`config.mk`:
```
export PLATFORM = sky130hd
export DESIGN_NAME = timer_channel_status_regs
export DESIGN_NICKNAME = d
export VERILOG_FILES = /design/src/rtl/timer_channel_status_regs.v
export VERILOG_INCLUDE_DIRS = /design/src /design/src/rtl
export SDC_FILE = /design/constraint.sdc
export NUM_CORES = 1
export LEC_CHECK = 0
export BUFFER_PORTS_ARGS = -buffer_cell sky130_fd_sc_hd__buf_2
export CORE_ASPECT_RATIO = 1.1
export CORE_MARGIN = 1
export CORE_UTILIZATION = 35
export DETAILED_ROUTE_END_ITERATION = 6
export PLACE_DENSITY = 0.49
export SETUP_SLACK_MARGIN = 0.15
export SLEW_MARGIN = 0
export SYNTH_ARGS = -nofsm -noshare
export SYNTH_HDL_FRONTEND = slang
export SYNTH_SLANG_ARGS = --single-unit
```
`constraint.sdc`:
```
create_clock -name clk -period 5.6 [get_ports clk]
set_input_delay 0.28 -clock clk [delete_from_list [all_inputs] [get_ports clk]]
set_output_delay 0.28 -clock clk [all_outputs]
set_load 0.01 [all_outputs]
```
`src/rtl/timer_channel_defines.vh`:
```
// register map, field positions and reset values of the timer channel
`ifndef TIMER_CHANNEL_DEFINES_VH
`define TIMER_CHANNEL_DEFINES_VH

// ----------------------------------------
// register byte addresses
// ----------------------------------------
`define ADDR_CHANNEL_CONTROL 32'h40010000
`define ADDR_CHANNEL_MODE 32'h40010004
`define ADDR_STEPPER_GRAY_MODE 32'h40010008
`define ADDR_COUNTER_VALUE_READBACK 32'h40010010
`define ADDR_CAPTURE_COMPARE_A 32'h40010014
`define ADDR_CAPTURE_COMPARE_B 32'h40010018
`define ADDR_COMPARE_LIMIT_C 32'h4001001c
`define ADDR_CHANNEL_STATUS 32'h40010020
`define ADDR_INTERRUPT_ENABLE_SET 32'h40010024
`define ADDR_INTERRUPT_ENABLE_CLEAR 32'h40010028
`define ADDR_INTERRUPT_MASK 32'h4001002c
`define ADDR_WRITE_PROTECT_MODE 32'h400100e4

// ----------------------------------------
// field positions
// ----------------------------------------
`define CTRL_CLOCK_ENABLE 0
`define CTRL_CLOCK_DISABLE 1
`define CTRL_SOFT_TRIGGER 2
`define MODE_WAVEFORM 15
`define MODE_SWTRG_A_LO 22
`define MODE_SWTRG_B_LO 30
`define GRAY_ENABLE_BIT 0
`define GRAY_DOWN_BIT 1
`define WP_ENABLE_BIT 0
`define STAT_OVERFLOW 0
`define STAT_LOAD_OVERRUN 1
`define STAT_MATCH_A 2
`define STAT_MATCH_B 3
`define STAT_MATCH_C 4
`define STAT_LOAD_A 5
`define STAT_LOAD_B 6
`define STAT_EXT_TRIGGER 7
`define STAT_CLOCK_ON 16
`define STAT_MIRROR_A 17
`define STAT_MIRROR_B 18

// ----------------------------------------
// encodings and reset values
// ----------------------------------------
`define EFFECT_NONE 2'h0
`define EFFECT_SET 2'h1
`define EFFECT_CLEAR 2'h2
`define EFFECT_TOGGLE 2'h3
`define COUNT_MAX 32'hffffffff
`define RESET_WORD 32'h00000000

`endif

```
`src/rtl/timer_channel_status_regs.v`:
```
// one timer/counter channel with its status, compare and gray stepper registers on ahb-lite
//
// Overview of operation
// - software trigger acts on lines a and b in waveform mode: none, set, clear or toggle by a 2-bit field each
// - gray enable set: both lines driven by 2-bit gray counter, bit1 picks down
// - gray enable clear: both lines come from the channel's own counter logic
// - stepper mode, a, b and c writes ignored while write protect is set
// - counter value register is read-only and returns the live 32-bit count
// - a and b read-only in capture mode, read-write in waveform mode
// - c register read-write in both modes, subject to write protection
// - overflow flag sets on counter wrap, clears on status read
// - capture mode: overrun flag sets when a or b reloaded before read
// - waveform mode: bits 2 and 3 set on match with a or b
// - bit 4 sets on match with c in either mode, clears on read
// - capture mode: bits 5 and 6 set when a or b captured
// - bit 7 sets on external trigger, clears on status read
// - bit 16 shows live whether counter clock is enabled
// - bits 17 and 18 mirror line levels: pin in capture without gray, driven in waveform or with gray enable set
// - enable-set register sets enables where ones are written, bits 0 to 7
// - enable-clear register clears enables where ones are written
// - mask register reads back current enables per source
// - mode bit 0 is capture, 1 is waveform; gates flags and accesses
//
// Implementation choice: register access over AHB-Lite.
`timescale 1ns/1ps
`include "timer_channel_defines.vh"

module timer_channel_status_regs (
   // clock and reset
   input wire clk,
   input wire reset,
   // ahb-lite slave
   input wire hsel,
   input wire [31:0] haddr,
   input wire [1:0] htrans,
   input wire hwrite,
   input wire [2:0] hsize,
   input wire [31:0] hwdata,
   input wire hready,
   output wire hreadyout,
   output wire hresp,
   output reg [31:0] hrdata,
   // waveform line a pin
   input wire waveform_line_a_in,
   output wire waveform_line_a_out,
   output wire waveform_line_a_oe,
   // waveform line b pin
   input wire waveform_line_b_in,
   output wire waveform_line_b_out,
   output wire waveform_line_b_oe,
   // external trigger pin
   input wire ext_trigger_in,
   // interrupt
   output wire channel_irq
);

   // ----------------------------------------
   // state
   // ----------------------------------------
   reg [31:0] mode_reg;
   reg [1:0] gray_mode_reg;
   reg write_protect_enable_reg;
   reg [31:0] live_count_reg;
   reg [31:0] capture_compare_a_value_reg;
   reg [31:0] capture_compare_b_value_reg;
   reg [31:0] compare_limit_value_reg;
   reg [7:0] flags_reg;
   reg [7:0] flags_next;
   reg [7:0] irq_enable_reg;
   reg counter_clock_on_reg;
   reg line_a_reg;
   reg line_b_reg;
   reg [1:0] gray_count_reg;
   reg a_unread_reg;
   reg b_unread_reg;
   reg [2:0] sync_a_reg;
   reg [1:0] sync_b_reg;
   reg [2:0] sync_trg_reg;
   reg wr_pending_reg;
   reg [31:0] wr_addr_reg;

   // ----------------------------------------
   // bus decode
   // ----------------------------------------
   // zero wait states: reads are answered from the address phase edge
   wire access = hsel & htrans[1] & hready;
   wire rd_access = access & ~hwrite;
   wire rd_status = rd_access & (haddr == `ADDR_CHANNEL_STATUS);
   wire rd_a = rd_access & (haddr == `ADDR_CAPTURE_COMPARE_A);
   wire rd_b = rd_access & (haddr == `ADDR_CAPTURE_COMPARE_B);
   wire wr_ok = wr_pending_reg & ~write_protect_enable_reg;
   wire waveform = mode_reg[`MODE_WAVEFORM];
   wire wr_ctrl = wr_pending_reg & (wr_addr_reg == `ADDR_CHANNEL_CONTROL);
   wire wr_mode = wr_ok & (wr_addr_reg == `ADDR_CHANNEL_MODE);
   wire wr_gray = wr_ok & (wr_addr_reg == `ADDR_STEPPER_GRAY_MODE);
   wire wr_a = wr_ok & waveform & (wr_addr_reg == `ADDR_CAPTURE_COMPARE_A);
   wire wr_b = wr_ok & waveform & (wr_addr_reg == `ADDR_CAPTURE_COMPARE_B);
   wire wr_c = wr_ok & (wr_addr_reg == `ADDR_COMPARE_LIMIT_C);
   wire wr_ien = wr_pending_reg & (wr_addr_reg == `ADDR_INTERRUPT_ENABLE_SET);
   wire wr_idis = wr_pending_reg & (wr_addr_reg == `ADDR_INTERRUPT_ENABLE_CLEAR);
   wire wr_wp = wr_pending_reg & (wr_addr_reg == `ADDR_WRITE_PROTECT_MODE);

   assign hreadyout = 1'b1;
   assign hresp = 1'b0;

   always @(posedge clk) begin
      if (reset) begin
         wr_pending_reg <= 1'b0;
         wr_addr_reg <= `RESET_WORD;
      end else if (hready) begin
         wr_pending_reg <= access & hwrite;
         wr_addr_reg <= haddr;
      end
   end

   // ----------------------------------------
   // pin synchronisers
   // ----------------------------------------
   // stage 0 is read only by stage 1; stages 1 and 2 feed the edge detectors
   always @(posedge clk) begin
      if (reset) begin
         sync_a_reg <= 3'h0;
         sync_b_reg <= 2'h0;
         sync_trg_reg <= 3'h0;
      end else begin
         sync_a_reg <= {sync_a_reg[1:0], waveform_line_a_in};
         sync_b_reg <= {sync_b_reg[0], waveform_line_b_in};
         sync_trg_reg <= {sync_trg_reg[1:0], ext_trigger_in};
      end
   end

   wire pin_a = sync_a_reg[1];
   wire pin_b = sync_b_reg[1];
   wire a_rise = sync_a_reg[1] & ~sync_a_reg[2];
   wire a_fall = ~sync_a_reg[1] & sync_a_reg[2];
   wire ext_trig = sync_trg_reg[1] & ~sync_trg_reg[2];
   wire soft_trig = wr_ctrl & hwdata[`CTRL_SOFT_TRIGGER];

   // ----------------------------------------
   // counter and events
   // ----------------------------------------
   wire counting = counter_clock_on_reg;
   wire overflow = counting & (live_count_reg == `COUNT_MAX);
   wire match_a = counting & (live_count_reg == capture_compare_a_value_reg);
   wire match_b = counting & (live_count_reg == capture_compare_b_value_reg);
   wire match_c = counting & (live_count_reg == compare_limit_value_reg);
   // capture: a loads on rising, b on falling edge of line a
   wire load_a = ~waveform & counting & a_rise;
   wire load_b = ~waveform & counting & a_fall;
   wire overrun = (load_a & a_unread_reg) | (load_b & b_unread_reg);

   always @(posedge clk) begin
      if (reset) begin
         counter_clock_on_reg <= 1'b0;
         live_count_reg <= `RESET_WORD;
      end else begin
         if (wr_ctrl & hwdata[`CTRL_CLOCK_DISABLE])
            counter_clock_on_reg <= 1'b0;
         else if ((wr_ctrl & hwdata[`CTRL_CLOCK_ENABLE]) | soft_trig | ext_trig)
            counter_clock_on_reg <= 1'b1;
         // triggers restart the count from zero
         if (soft_trig | ext_trig)
            live_count_reg <= `RESET_WORD;
         else if (counting)
            live_count_reg <= live_count_reg + 32'h00000001;
      end
   end

   // ----------------------------------------
   // capture / compare registers
   // ----------------------------------------
   always @(posedge clk) begin
      if (reset) begin
         capture_compare_a_value_reg <= `RESET_WORD;
         capture_compare_b_value_reg <= `RESET_WORD;
         compare_limit_value_reg <= `RESET_WORD;
         a_unread_reg <= 1'b0;
         b_unread_reg <= 1'b0;
      end else begin
         if (load_a)
            capture_compare_a_value_reg <= live_count_reg;
         else if (wr_a)
            capture_compare_a_value_reg <= hwdata;
         if (load_b)
            capture_compare_b_value_reg <= live_count_reg;
         else if (wr_b)
            capture_compare_b_value_reg <= hwdata;
         if (wr_c)
            compare_limit_value_reg <= hwdata;
         // a load in the read cycle leaves the register unread again
         a_unread_reg <= load_a | (a_unread_reg & ~rd_a);
         b_unread_reg <= load_b | (b_unread_reg & ~rd_b);
      end
   end

   // ----------------------------------------
   // status flags
   // ----------------------------------------
   always @* begin
      flags_next = flags_reg & ~{8{rd_status}};
      // sets are or-ed after the clear so the event wins
      flags_next[`STAT_OVERFLOW] = flags_next[`STAT_OVERFLOW] | overflow;
      flags_next[`STAT_LOAD_OVERRUN] = flags_next[`STAT_LOAD_OVERRUN] | overrun;
      flags_next[`STAT_MATCH_A] = flags_next[`STAT_MATCH_A] | (waveform & match_a);
      flags_next[`STAT_MATCH_B] = flags_next[`STAT_MATCH_B] | (waveform & match_b);
      flags_next[`STAT_MATCH_C] = flags_next[`STAT_MATCH_C] | match_c;
      flags_next[`STAT_LOAD_A] = flags_next[`STAT_LOAD_A] | load_a;
      flags_next[`STAT_LOAD_B] = flags_next[`STAT_LOAD_B] | load_b;
      flags_next[`STAT_EXT_TRIGGER] = flags_next[`STAT_EXT_TRIGGER] | ext_trig;
   end

   always @(posedge clk) begin
      if (reset)
         flags_reg <= 8'h00;
      else
         flags_reg <= flags_next;
   end

   // ----------------------------------------
   // interrupt enables
   // ----------------------------------------
   always @(posedge clk) begin
      if (reset)
         irq_enable_reg <= 8'h00;
      else if (wr_ien)
         irq_enable_reg <= irq_enable_reg | hwdata[7:0];
      else if (wr_idis)
         irq_enable_reg <= irq_enable_reg & ~hwdata[7:0];
   end

   assign channel_irq = |(flags_reg & irq_enable_reg);

   // ----------------------------------------
   // mode, stepper and protection registers
   // ----------------------------------------
   always @(posedge clk) begin
      if (reset) begin
         mode_reg <= `RESET_WORD;
         gray_mode_reg <= 2'h0;
         write_protect_enable_reg <= 1'b0;
      end else begin
         if (wr_mode)
            mode_reg <= hwdata;
         if (wr_gray)
            gray_mode_reg <= hwdata[1:0];
         if (wr_wp)
            write_protect_enable_reg <= hwdata[`WP_ENABLE_BIT];
      end
   end

   // ----------------------------------------
   // waveform lines
   // ----------------------------------------
   function [0:0] apply_effect;
      input [1:0] effect;
      input level;
      begin
         case (effect)
            `EFFECT_SET: apply_effect = 1'b1;
            `EFFECT_CLEAR: apply_effect = 1'b0;
            `EFFECT_TOGGLE: apply_effect = ~level;
            default: apply_effect = level;
         endcase
      end
   endfunction

   wire [1:0] swtrg_a = mode_reg[`MODE_SWTRG_A_LO+1:`MODE_SWTRG_A_LO];
   wire [1:0] swtrg_b = mode_reg[`MODE_SWTRG_B_LO+1:`MODE_SWTRG_B_LO];
   wire gray_on = gray_mode_reg[`GRAY_ENABLE_BIT];

   // soft trigger has priority over compare effects on the same cycle
   always @(posedge clk) begin
      if (reset) begin
         line_a_reg <= 1'b0;
         line_b_reg <= 1'b0;
      end else if (waveform) begin
         if (soft_trig)
            line_a_reg <= apply_effect(swtrg_a, line_a_reg);
         else if (match_a)
            line_a_reg <= ~line_a_reg;
         if (soft_trig)
            line_b_reg <= apply_effect(swtrg_b, line_b_reg);
         else if (match_b)
            line_b_reg <= ~line_b_reg;
      end
   end

   // gray stepper states, coded as the levels they put on {line b, line a}
   localparam GRAY_00 = 2'h0;
   localparam GRAY_01 = 2'h1;
   localparam GRAY_11 = 2'h3;
   localparam GRAY_10 = 2'h2;
   reg [1:0] gray_up_next;
   reg [1:0] gray_down_next;

   always @* begin
      case (gray_count_reg)
         GRAY_00: begin
            gray_up_next = GRAY_01;
            gray_down_next = GRAY_10;
         end
         GRAY_01: begin
            gray_up_next = GRAY_11;
            gray_down_next = GRAY_00;
         end
         GRAY_11: begin
            gray_up_next = GRAY_10;
            gray_down_next = GRAY_01;
         end
         GRAY_10: begin
            gray_up_next = GRAY_00;
            gray_down_next = GRAY_11;
         end
         default: begin
            gray_up_next = GRAY_00;
            gray_down_next = GRAY_00;
         end
      endcase
   end

   // gray stepper advances once per match with c
   always @(posedge clk) begin
      if (reset)
         gray_count_reg <= 2'h0;
      else if (gray_on & match_c) begin
         if (gray_mode_reg[`GRAY_DOWN_BIT])
            gray_count_reg <= gray_down_next;
         else
            gray_count_reg <= gray_up_next;
      end
   end

   // down: 00 10 11 01 ; up: 00 01 11 10
   assign waveform_line_a_out = gray_on ? gray_count_reg[0] : line_a_reg;
   assign waveform_line_b_out = gray_on ? gray_count_reg[1] : line_b_reg;
   assign waveform_line_a_oe = gray_on | waveform;
   assign waveform_line_b_oe = gray_on | waveform;

   wire mirror_a = waveform_line_a_oe ? waveform_line_a_out : pin_a;
   wire mirror_b = waveform_line_b_oe ? waveform_line_b_out : pin_b;

   // ----------------------------------------
   // read data
   // ----------------------------------------
   reg [31:0] rdata_next;

   always @* begin
      rdata_next = `RESET_WORD;
      case (haddr)
         `ADDR_CHANNEL_MODE: rdata_next = mode_reg;
         `ADDR_STEPPER_GRAY_MODE: rdata_next = {30'h0, gray_mode_reg};
         `ADDR_COUNTER_VALUE_READBACK: rdata_next = live_count_reg;
         `ADDR_CAPTURE_COMPARE_A: rdata_next = capture_compare_a_value_reg;
         `ADDR_CAPTURE_COMPARE_B: rdata_next = capture_compare_b_value_reg;
         `ADDR_COMPARE_LIMIT_C: rdata_next = compare_limit_value_reg;
         `ADDR_CHANNEL_STATUS: begin
            rdata_next[7:0] = flags_reg;
            rdata_next[`STAT_CLOCK_ON] = counter_clock_on_reg;
            rdata_next[`STAT_MIRROR_A] = mirror_a;
            rdata_next[`STAT_MIRROR_B] = mirror_b;
         end
         `ADDR_INTERRUPT_MASK: rdata_next = {24'h000000, irq_enable_reg};
         `ADDR_WRITE_PROTECT_MODE: rdata_next = {31'h0, write_protect_enable_reg};
         default: rdata_next = `RESET_WORD;
      endcase
   end

   always @(posedge clk) begin
      if (reset)
         hrdata <= `RESET_WORD;
      else if (rd_access)
         hrdata <= rdata_next;
   end

endmodule

```
==> Word-level counts from Yosys, hierarchy flattened <==
Cells that the tools add are included.
{ "classes": {"n_addsub": 1, "eq_ne": 33, "mux": 23, "n_bitwise": 69, "reduce_logical": 11} }
{ "ops": {"columns": ["operator", "n"], "rows": [
  ["$eq A32 B31 Y1 const B", 18],
  ["$mux W32", 4],
  ["$eq A32 B32 Y1", 3],
  ["$pmux W8 S9", 1],
  ["$pmux W13 S5", 1],
  ["$pmux W8 S5", 1],
  ["$and A1 B1 Y1", 38],
  ["$add A32 B1 Y32 const B", 1],
  ["$eq A32 B32 Y1 const B", 1],
  ["$and A8 B8 Y8", 3],
  ["$pmux W3 S6", 1],
  ["$mux W8", 2],
  ["$not A8 Y8", 2],
  ["$pmux W2 S4", 2],
  ["$or A1 B1 Y1", 15],
  ["$eq A2 B2 Y1 const B", 6],
  ["$not A1 Y1", 10],
  ["$reduce_bool A2 Y1", 5],
  ["$mux W1", 8],
  ["$ne A4 B1 Y1 const B", 2],
  ["$or A8 B8 Y8", 1],
  ["$reduce_or A8 Y1", 1],
  ["$eq A2 B1 Y1 const B", 3],
  ["$pmux W1 S3", 2],
  ["4 further kinds", 6]
]} }
{ "word_totals": {"register_bits": 259, "out_inout_bits": 39} }

==> Depth between registers and ports, before layout <==
Gate-level depths: netlist (run 1).
{ "logic_depth": {"ltp_word": 7, "mapped_depth": 9, "mapped_depth_nobuf": 8} }

==> Least setup slack after synthesis (run 1) <==
Ideal clock, no wire load.
{ "synth_path": {"kind": "register -> register", "startpoint": "reg live_count_reg[11]", "endpoint": "reg flags_reg[0]", "arrival_time_ns": 1.843, "required_ns": 5.533, "slack_ns": 3.690, "stages_incl_launch_ff": 8, "path_buffers": 1, "cell_sequence": "dfxtp_1 buf_6 nand4_4 or2_4 or3_4 or2_4 or3_1 a21oi_2"} }
{ "synth_via": {"elab_chain_cells": 3} }
{ "synth_lines": {"columns": ["item", "line_no", "source"], "rows": [
  ["start: declaration", "timer_channel_status_regs.v:63", "reg [31:0] live_count_reg;"],
  ["start signal: assignment", "timer_channel_status_regs.v:155", "live_count_reg <= `RESET_WORD;"],
  ["start signal: assignment", "timer_channel_status_regs.v:163", "live_count_reg <= `RESET_WORD;"],
  ["start signal: assignment", "timer_channel_status_regs.v:165", "live_count_reg <= live_count_reg + 32'h00000001;"],
  ["$eq A32 B32 Y1 (no line)", null, null],
  ["$and A1 B1 Y1", "timer_channel_status_regs.v:143", "wire overflow = counting & (live_count_reg == `COUNT_MAX);"],
  ["$or A1 B1 Y1", "timer_channel_status_regs.v:202", "flags_next[`STAT_OVERFLOW] = flags_next[`STAT_OVERFLOW] | overflow;"],
  ["end signal: assignment", "timer_channel_status_regs.v:216", "flags_reg <= flags_next;"],
  ["end: declaration", "timer_channel_status_regs.v:67", "reg [7:0] flags_reg;"]
]} }
No other way between the ends.
A chain may end at the register's enable or synchronous reset.

==> Final worst setup path (run 1) <==
{ "layout_path": {"startpoint": "reg wr_addr_reg[31]", "endpoint": "reg capture_compare_b_value_reg[0]"} }
{ "layout_via": {"elab_chain_cells": 3} }
{ "layout_lines": {"columns": ["item", "line_no", "source"], "rows": [
  ["start: declaration", "timer_channel_status_regs.v:80", "reg [31:0] wr_addr_reg;"],
  ["start signal: assignment", "timer_channel_status_regs.v:109", "wr_addr_reg <= `RESET_WORD;"],
  ["start signal: assignment", "timer_channel_status_regs.v:112", "wr_addr_reg <= haddr;"],
  ["$eq A32 B31 Y1 (no line)", null, null],
  ["$and A1 B1 Y1", "timer_channel_status_regs.v:97", "wire wr_b = wr_ok & waveform & (wr_addr_reg == `ADDR_CAPTURE_COMPARE_B);"],
  ["$reduce_bool A2 Y1 (no line)", null, null],
  ["end signal: assignment", "timer_channel_status_regs.v:175", "capture_compare_b_value_reg <= `RESET_WORD;"],
  ["end signal: assignment", "timer_channel_status_regs.v:185", "capture_compare_b_value_reg <= live_count_reg;"],
  ["end signal: assignment", "timer_channel_status_regs.v:187", "capture_compare_b_value_reg <= hwdata;"],
  ["end: declaration", "timer_channel_status_regs.v:65", "reg [31:0] capture_compare_b_value_reg;"]
]} }
No other way between the ends.

==> out/qor.log, run 1 <==
qor: clock_network.clock_path_buffers 3
qor: place.placed_instances 2004
qor: clock_network.tritoncts yes
qor: logic_synthesis.synthTopCellsByArea sky130_fd_sc_hd__dfxtp_1, sky130_fd_sc_hd__mux2i_1, sky130_fd_sc_hd__nand2_1
qor: setup_path.cp.required 6.07 ns
qor: floorplanning.placement_rows 74
qor: floorplanning.floorplan.die_area 0.03833 mm^2
qor: detailed_routing.count_of_nets_left_with_antenna_violations_after_detail_routing 0
qor: sta.timing.final.setup_violations 0
qor: floorplanning.chipHeight 205.2 um
qor: global_route.grt_first_pass_wirelength 67480 um
qor: logic_synthesis.synth_nets 1593
qor: global_route.antenna_found_initial 0
qor: global_route.first_global_vias 10.87k
qor: sta.timing.fmax 0.3196 GHz
qor: sta.finClkSkew 0.009071 ns
qor: detailed_routing.vias_per_cell 5.307
qor: setup_path.critPathLaunchType flop
qor: setup_path.cp-end-kind flop
qor: global_route.grt_start_max_net_pins 81
qor: power.pwr_density_cell 269.1 mW/mm^2
qor: logic_synthesis.synth_sequential_area_ratio 39.46%
qor: logic_synthesis.syn-instance-count 1513
qor: clock_network.clock-root-buffer sky130_fd_sc_hd__clkbuf_16
qor: logic_synthesis.top_cell_type_by_total_area_after_synthesis sky130_fd_sc_hd__dfxtp_1
qor: layout.antenna_cells 0
qor: detailed_routing.drt_iter0_drc 830
qor: layout.final-instance-count-excl-fill 2115
qor: logic_synthesis.netlist.area_leader.share 39.46%
qor: clock_network.post_cts_buffers 0
qor: layout.layout.cells.most_common sky130_fd_sc_hd__dfxtp_1
qor: layout.areaGrowthSynthToFinish 17.68%
qor: sta.rsz0062_at_grt no
qor: outcome.status finished, violations left
qor: layout.nNetsFinal 1679
qor: detailed_routing.firstDrtPassIters 7
qor: detailed_routing.vias 11.23k
qor: detailed_routing.number_of_design_rule_violations_left_after_detail_routing 1
qor: run.max_cap_viol_count 0
qor: detailed_routing.post_drt_wl_per_cell 21.12 um
qor: logic_synthesis.yosys_warnings 0
qor: floorplanning.coreArea 0.03704 mm^2
qor: setup_path.worstPathArrival 3.60 ns
qor: logic_synthesis.synth_top_flop_cell sky130_fd_sc_hd__dfxtp_1
qor: power.irDropWorstVdd 0.0002188 V
qor: outcome.violated_checks DRC
qor: sta.finalHoldViolCount 0
qor: logic_synthesis.synth_seq_cells 259
qor: global_route.grt_remaining_overflow 0
qor: setup_path.r2r_setup_slack 2.47 ns
qor: sta.final_critical_path_setup_slack 2.471 ns
qor: place.port-buffer-count 109
qor: logic_synthesis.syn-cell-area 0.01314 mm^2
qor: sta.setup_tns 0 ns
qor: clock_network.numCtsBuffers 31
qor: worst_hold_path.timing.hold.worst.class in2reg
qor: logic_synthesis.postSynth.asyncResetShare 0%
qor: clock_network.cts_htree_levels 1
qor: sta.worst_pin_slew 1.268 ns
qor: setup_path.timing.setup.critical_path_class reg2reg
qor: clock_network.numClockSinks 259
qor: setup_path.crit_fanout 40
qor: global_route.total_track_usage 23.09%
qor: clock_network.clk_latency 0.57 ns
qor: place.dp.final_hpwl 29990 um
qor: place.gp_routability_congestion 0.8781
qor: sta.post-route-min-period 3.129 ns
qor: power.totalPowerFinal 4162 uW
qor: logic_synthesis.ys_types 68
qor: floorplanning.i_o_pin_cnt 116
qor: floorplanning.chipWidth 186.8 um
qor: clock_network.path_clk_slew 0.06 ns
qor: logic_synthesis.edff_count_synth 0
qor: layout.share_of_cells_above_drive_strength_1 15.42%
qor: layout.most_frequent_cells_in_the_layout sky130_fd_sc_hd__dfxtp_1, sky130_fd_sc_hd__nand2_1, sky130_fd_sc_hd__nor2_1, sky130_fd_sc_hd__mux2i_1, sky130_fd_sc_hd__buf_2
qor: logic_synthesis.syn-mean-instance-area 8.686 um^2
qor: sta.timing.final.max_slew_violations 0
qor: place.post-place-ws 2.240 ns
qor: sta.slew-limit-headroom 15.39%
qor: power.cellLeakagePower 0.005751 uW
qor: detailed_routing.postRouteWirelength 44670 um
qor: floorplanning.start_util 35.48%
qor: sta.final.period_utilization 55.87%
qor: layout.filler_cell_count 3775
[metal layers]
layer	vias to the layer above	global-route usage [%]	wire length, um
li1	5477	-	-
met1	5381	30.60	20240
met2	309	38.87	20820
met3	58	2.712	2276
met4	0	7.933	1335
met5	-	0	0
[synth_stat cells (3+ instances only)]
cell / n
sky130_fd_sc_hd__a221oi_1: 3
sky130_fd_sc_hd__and3_1: 11
sky130_fd_sc_hd__o21ai_0: 32
sky130_fd_sc_hd__a21oi_1: 102
sky130_fd_sc_hd__a22oi_1: 13
sky130_fd_sc_hd__nand4_1: 27
sky130_fd_sc_hd__nor4_1: 23
sky130_fd_sc_hd__a211oi_2: 28
sky130_fd_sc_hd__buf_4: 11
sky130_fd_sc_hd__nand2b_1: 7
sky130_fd_sc_hd__a222oi_1: 23
sky130_fd_sc_hd__xor2_1: 65
sky130_fd_sc_hd__nor4b_2: 5
sky130_fd_sc_hd__nand3_1: 27
sky130_fd_sc_hd__buf_6: 3
sky130_fd_sc_hd__clkbuf_1: 65
sky130_fd_sc_hd__mux2i_1: 110
sky130_fd_sc_hd__nor4b_1: 3
sky130_fd_sc_hd__and2_1: 3
sky130_fd_sc_hd__nor2_1: 193
sky130_fd_sc_hd__nor2b_1: 17
sky130_fd_sc_hd__buf_2: 46
sky130_fd_sc_hd__a22o_1: 8
sky130_fd_sc_hd__nand2_1: 198
sky130_fd_sc_hd__buf_1: 7
sky130_fd_sc_hd__and4b_1: 3
sky130_fd_sc_hd__xnor2_1: 61
sky130_fd_sc_hd__nor3_1: 14
sky130_fd_sc_hd__dfxtp_1: 259
sky130_fd_sc_hd__inv_1: 19
sky130_fd_sc_hd__or3_1: 6
sky130_fd_sc_hd__mux4_2: 11
sky130_fd_sc_hd__nor4_2: 4
sky130_fd_sc_hd__ha_1: 3
sky130_fd_sc_hd__nand4b_1: 4
sky130_fd_sc_hd__a211oi_1: 36
sky130_fd_sc_hd__a2bb2oi_1: 23
[where the power goes]
group | internal, uW | total [uW] | switching, uW
registers | 1870 | 1890 | 24.6
logic | 113 | 281 | 168
clock network | 1170 | 1990 | 818
total | 3150 | 4160 | 1010
[worst paths after layout]
check,start,endpoint,cells after the start
max,wr_addr_reg[31],capture_compare_b_value_reg[0],7
min,hwdata[30],compare_limit_value_reg[30],3
max reg2reg,wr_addr_reg[31],capture_compare_b_value_reg[0],7
min reg2reg,sync_a_reg[0],sync_a_reg[1],1
[metrics by stage]
step	hold WS [ns]	util [%]	area, um^2
detailed placement	0.4349	37.54	13900
global route	0.01093	41.76	15460
floorplan	0.4082	-	13140
global placement	0.4348	37.54	13900
CTS	0.00001793	41.76	15460
finish	0.01708	41.76	15460
[worst max-delay path, stage by stage (launching register included)]
cell and delay [ns]:
sky130_fd_sc_hd__dfxtp_1 0.32, sky130_fd_sc_hd__nor4b_2 0.38, sky130_fd_sc_hd__nand2_1 0.22, sky130_fd_sc_hd__nor4_2 0.47, sky130_fd_sc_hd__a31o_2 0.71, sky130_fd_sc_hd__buf_4 0.58, sky130_fd_sc_hd__nor2_1 0.08, sky130_fd_sc_hd__a211oi_1 0.22
[logic make-up (layout without fill, tap and decap cells)]
family | Yosys count | count (layout) | synth area share, %
AO/OA/AOI/OAI | 283 | 283 | 15.49
multiplexers | 123 | 123 | 10.44
buffers and inverters | 151 | 259 | 5.237
AND/OR/NAND/NOR | 566 | 566 | 20.64
adder cells (fa/ha/maj) | 3 | 3 | 0.2857
flip-flops | 259 | 259 | 39.46
other | 2 | 2 | 0.05715
XOR/XNOR | 126 | 126 | 8.398
[final cells by class]
type | count | area [um^2] | share of cell area, %
Tap cell | 494 | 618.1 | 3.997
Clock buffer | 44 | 914.6 | 5.914
Multi-Input combinational cell | 1103 | 7323 | 47.35
Sequential cell | 259 | 5185 | 33.53
Clock inverter | 11 | 87.58 | 0.5663
Inverter | 19 | 71.32 | 0.4612
Timing Repair Buffer | 185 | 1265 | 8.180
[repair_timing]
item                                   in CTS  in global routing
endpoints found under the hold margin      83                  0
gates resized for setup                     0                  0
hold buffers                               56                  0
No activity file was read; power rests on OpenSTA's default activity.
==> run 2: changes to the inputs <==
--- a/config.mk
+++ b/config.mk
@@ -6,12 +6,13 @@
 export SDC_FILE = /design/constraint.sdc
 export NUM_CORES = 1
 export LEC_CHECK = 0
+export ABC_AREA = 1
 export BUFFER_PORTS_ARGS = -buffer_cell sky130_fd_sc_hd__buf_2
 export CORE_ASPECT_RATIO = 1.1
 export CORE_MARGIN = 1
 export CORE_UTILIZATION = 35
 export DETAILED_ROUTE_END_ITERATION = 6
-export PLACE_DENSITY = 0.49
+export PLACE_DENSITY = 0.48
 export SETUP_SLACK_MARGIN = 0.15
 export SLEW_MARGIN = 0
 export SYNTH_ARGS = -nofsm -noshare
==> constraint.sdc (replaced) <==
create_clock -name clk -period 3.3 [get_ports clk]
set_input_delay 0.165 -clock clk [delete_from_list [all_inputs] [get_ports clk]]
set_output_delay 0.165 -clock clk [all_outputs]
set_load 0.01 [all_outputs]
==> run 2 against run 1 <==
Against the previous run: the run now ends clean; clock power grew 83%; worst hold slack gained 0.086 ns; utilization grew 0.71 points; fmax grew 14%; total power grew 77%; first-iteration DRC count grew 62%; global-route usage grew 5.2 points; sequential share of layout area shrank 2.4 points; cell count grew 31%; synthesized cell count grew 40%; register-to-register slack lost 1.9 ns; critical endpoint is now capture_compare_b_value_reg[15].
==> out/qor.log, run 2 <==
qor: detailed_routing.vias_per_cell 5.358 [+0.95%]
qor: sta.timing.fmax 0.3641 GHz [+14%]
qor: outcome.status finished, final reports clean
qor: place.dp.final_hpwl 39700 um [+32%]
qor: logic_synthesis.postSynth.asyncResetShare 0% [unchanged]
qor: global_route.antenna_found_initial 2 [+2]
qor: global_route.grt_remaining_overflow 0 [unchanged]
qor: place.post-place-ws 0.5992 ns [-1.641 ns]
qor: logic_synthesis.synth_nets 2200 [+38%]
qor: global_route.grt_first_pass_wirelength 86380 um [+28%]
qor: setup_path.cp.required 3.77 ns [-2.30 ns]
qor: setup_path.path_common_cell sky130_fd_sc_hd__inv_2
qor: logic_synthesis.synth_common_cells sky130_fd_sc_hd__nand2_1, sky130_fd_sc_hd__nor2_1, sky130_fd_sc_hd__dfxtp_1
qor: clock_network.cts.repair.resized 0 [unchanged]
qor: sta.post-route-min-period 2.746 ns [-0.3825 ns]
qor: setup_path.worstRegToRegCells 8 [+1]
qor: clock_network.numCtsBuffers 31 [unchanged]
qor: global_route.grt_start_max_net_pins 85 [+4.9%]
qor: logic_synthesis.synthTopCellsByArea sky130_fd_sc_hd__dfxtp_1, sky130_fd_sc_hd__nand2_1, sky130_fd_sc_hd__nor2_1
qor: setup_path.timing.critical_path.max_delay_family simple AND/OR/NAND/NOR gates
qor: logic_synthesis.top_cell_type_by_total_area_after_synthesis sky130_fd_sc_hd__dfxtp_1
qor: floorplanning.chipWidth 192.0 um [+2.8%]
qor: logic_synthesis.yosys.cell_count.top_type sky130_fd_sc_hd__nand2_1
qor: setup_path.timing.setup.critical_path_class reg2reg
qor: setup_path.buffers_and_inverters_on_the_worst_path 3 [+2]
qor: floorplanning.chipHeight 211.0 um [+2.8%]
qor: floorplanning.coreArea 0.03918 mm^2 [+5.8%]
qor: setup_path.critical-path-max-stage-delay 0.53 ns [-0.18 ns]
qor: setup_path.crit_path_cell_trace buf_4 > inv_2 > nor2_4 > nand3_2 > nand2_2 > inv_2 > a211oi_1 > nor2_1
qor: layout.most_frequent_cells_in_the_layout sky130_fd_sc_hd__nand2_1, sky130_fd_sc_hd__nor2_1, sky130_fd_sc_hd__dfxtp_1, sky130_fd_sc_hd__o21ai_0, sky130_fd_sc_hd__inv_1
qor: logic_synthesis.syn-instance-count 2120 [+40%]
qor: layout.antenna_cells 0 [unchanged]
qor: sta.final_critical_path_setup_slack 0.5535 ns [-1.917 ns]
qor: detailed_routing.firstDrtPassIters 5 [-2]
qor: clock_network.holdBufCountCts 70 [+25%]
qor: logic_synthesis.edff_count_synth 0 [unchanged]
qor: setup_path.cp-end-kind flop
qor: clock_network.numClockSinks 259 [unchanged]
qor: logic_synthesis.syn-mean-instance-area 6.558 um^2 [-25%]
qor: global_route.first_global_vias 13.99k [+29%]
qor: setup_path.crit_fanout 32 [-20%]
qor: layout.share_of_cells_above_drive_strength_1 11.66% [-3.8 points]
qor: detailed_routing.drt_iter0_drc 1348 [+62%]
qor: setup_path.startpoint counter_clock_on_reg
qor: setup_path.worst_r2r_start counter_clock_on_reg
qor: run.max_cap_viol_count 0 [unchanged]
qor: detailed_routing.postRouteWirelength 57310 um [+28%]
qor: floorplanning.placement_rows 76 [+2.7%]
qor: layout.layout.cells.most_common sky130_fd_sc_hd__nand2_1
qor: logic_synthesis.yosys_warnings 0 [unchanged]
qor: power.irDropWorstVdd 0.0004229 V [+93%]
qor: floorplanning.i_o_pin_cnt 116 [unchanged]
qor: setup_path.critPathLaunchType flop
qor: layout.areaGrowthSynthToFinish 19.67%
qor: worst_hold_path.launch_instance_of_the_worst_min_delay_path hsel
qor: logic_synthesis.synth_sequential_area_ratio 37.30% [-2.2 points]
qor: clock_network.path_clk_slew 0.06 ns [about the same]
qor: place.port-buffer-count 109 [unchanged]
qor: sta.final.period_utilization 83.23% [+27 points]
qor: logic_synthesis.syn-cell-area 0.01390 mm^2 [+5.8%]
qor: sta.rsz0062_at_grt no
qor: place.gp_routability_congestion 0.9183 [+4.6%]
qor: detailed_routing.count_of_nets_left_with_antenna_violations_after_detail_routing 0 [unchanged]
qor: global_route.total_track_usage 28.30% [+5.2 points]
qor: layout.nNetsFinal 2319 [+38%]
qor: logic_synthesis.ys_types 44 [-35%]
qor: setup_path.cell_at_the_slowest_stage_of_the_critical_path sky130_fd_sc_hd__nor2_4
qor: detailed_routing.post_drt_wl_per_cell 20.68 um [-2.1%]
qor: setup_path.crit_path_cell_count 8 [+1]
qor: clock_network.cts_htree_levels 1 [unchanged]
qor: floorplanning.floorplan.die_area 0.04052 mm^2 [+5.7%]
qor: floorplanning.start_util 35.48% [about the same]
qor: clock_network.tritoncts yes
qor: logic_synthesis.synth_top_flop_cell sky130_fd_sc_hd__dfxtp_1
qor: power.cellLeakagePower 0.006564 uW [+14%]
qor: clock_network.clock_path_buffers 3 [unchanged]
qor: detailed_routing.number_of_design_rule_violations_left_after_detail_routing 0 [-1]
qor: logic_synthesis.netlist.area_leader.share 37.30% [-2.2 points]
qor: clock_network.post_cts_buffers 0 [unchanged]
qor: worst_hold_path.worst_hold_path.num_cells 5 [+2]
qor: detailed_routing.vias 14.85k [+32%]
qor: worst_hold_path.timing.hold.worst.class in2reg
qor: logic_synthesis.synth_seq_cells 259 [unchanged]
qor: power.pwr_density_cell 442.4 mW/mm^2 [+64%]
qor: sta.finClkSkew 0.01060 ns [+0.001529 ns]
qor: setup_path.worstPathArrival 3.22 ns [-0.38 ns]
qor: sta.timing.final.setup_violations 0 [unchanged]
qor: sta.setup_tns 0 ns [unchanged]
qor: sta.finalHoldViolCount 0 [unchanged]
qor: clock_network.clk_latency 0.59 ns [+0.02 ns]
qor: clock_network.clock-root-buffer sky130_fd_sc_hd__clkbuf_16
qor: sta.slew-limit-headroom 36.27% [+21 points]
qor: sta.worst_pin_slew 0.9549 ns [-0.3129 ns]
qor: sta.timing.final.max_slew_violations 0 [unchanged]
## run 2: changes by cell type after synthesis, sizes merged, moves of 23 or more
cell / delta
o21ai: +235
nand2: +203
inv: +177
nor2: +157
mux2i: -110
nand3: +110
xnor2: -40
xor2: -38
a31oi: +35
a222oi: -23
a2bb2oi: -23
## run 2: power breakdown
| group | total [uW] | switching (uW) | internal (uW) | leakage [uW] |
|---|---|---|---|---|
| registers | 3220 | 39.8 | 3180 | 0.00210 |
| clock network | 3650 | 1470 | 2180 | 0.000535 |
| logic | 492 | 307 | 184 | 0.00393 |
| total | 7360 | 1810 | 5550 | 0.00656 |
## run 2: final timing paths
check | end | slack (ns)
worst max register to register | capture_compare_b_value_reg[15] | 0.55
worst min register to register | sync_trg_reg[1] | 0.40
worst min-delay path | hrdata[6] | 0.10
worst max-delay path | capture_compare_b_value_reg[15] | 0.55
## run 2: cell families after synthesis
logic type / Yosys count / synth area share [%]
AND/OR/NAND/NOR: 987 / 30.38
AO/OA/AOI/OAI: 487 / 19.16
buffers and inverters: 334 / 9.819
flip-flops: 259 / 37.30
XOR/XNOR: 48 / 3.024
adder cells (fa/ha/maj): 3 / 0.2700
other: 2 / 0.05402
## run 2: cell type report
cell class                 count  area (um^2)
fill                        4252        22540
multi-input combinational   1527         7385
sequential                   259         5185
timing repair buffer         221         1599
clock buffer                  40        879.6
inverter                     199        752.0
tap                          507        634.4
clock inverter                18        201.4
## run 2: routing by layer
| layer | GRT usage (%) | up-vias | wire (um) |
|---|---|---|---|
| met2 | 45.67 | 551 | 25880 |
| met3 | 3.173 | 95 | 3804 |
| met1 | 38.82 | 6973 | 25750 |
| li1 | - | 7226 | - |
| met4 | 9.992 | 2 | 1865 |
| met5 | 0 | - | 12 |
## run 2: stage by stage
stage                     instances  util [%]  cell area, um^2  power [uW]  hold slack [ns]
after floorplan                2120         -            13900        3520           0.2720
after CTS                      2771     42.46            16640        7412          0.07561
after global placement         2643     37.92            14850        3708           0.3694
after detailed placement       2643     37.92            14850        3712           0.3730
after global routing           2771     42.46            16640        7600           0.1001
final                          2771     42.46            16640        7360           0.1029
## run 2: worst min-delay path, stage by stage
cell                      delay (ns)
sky130_fd_sc_hd__buf_2          0.11
sky130_fd_sc_hd__nand3_1        0.11
sky130_fd_sc_hd__nor2_4         0.10
sky130_fd_sc_hd__nand2_1        0.09
sky130_fd_sc_hd__a21oi_1        0.05
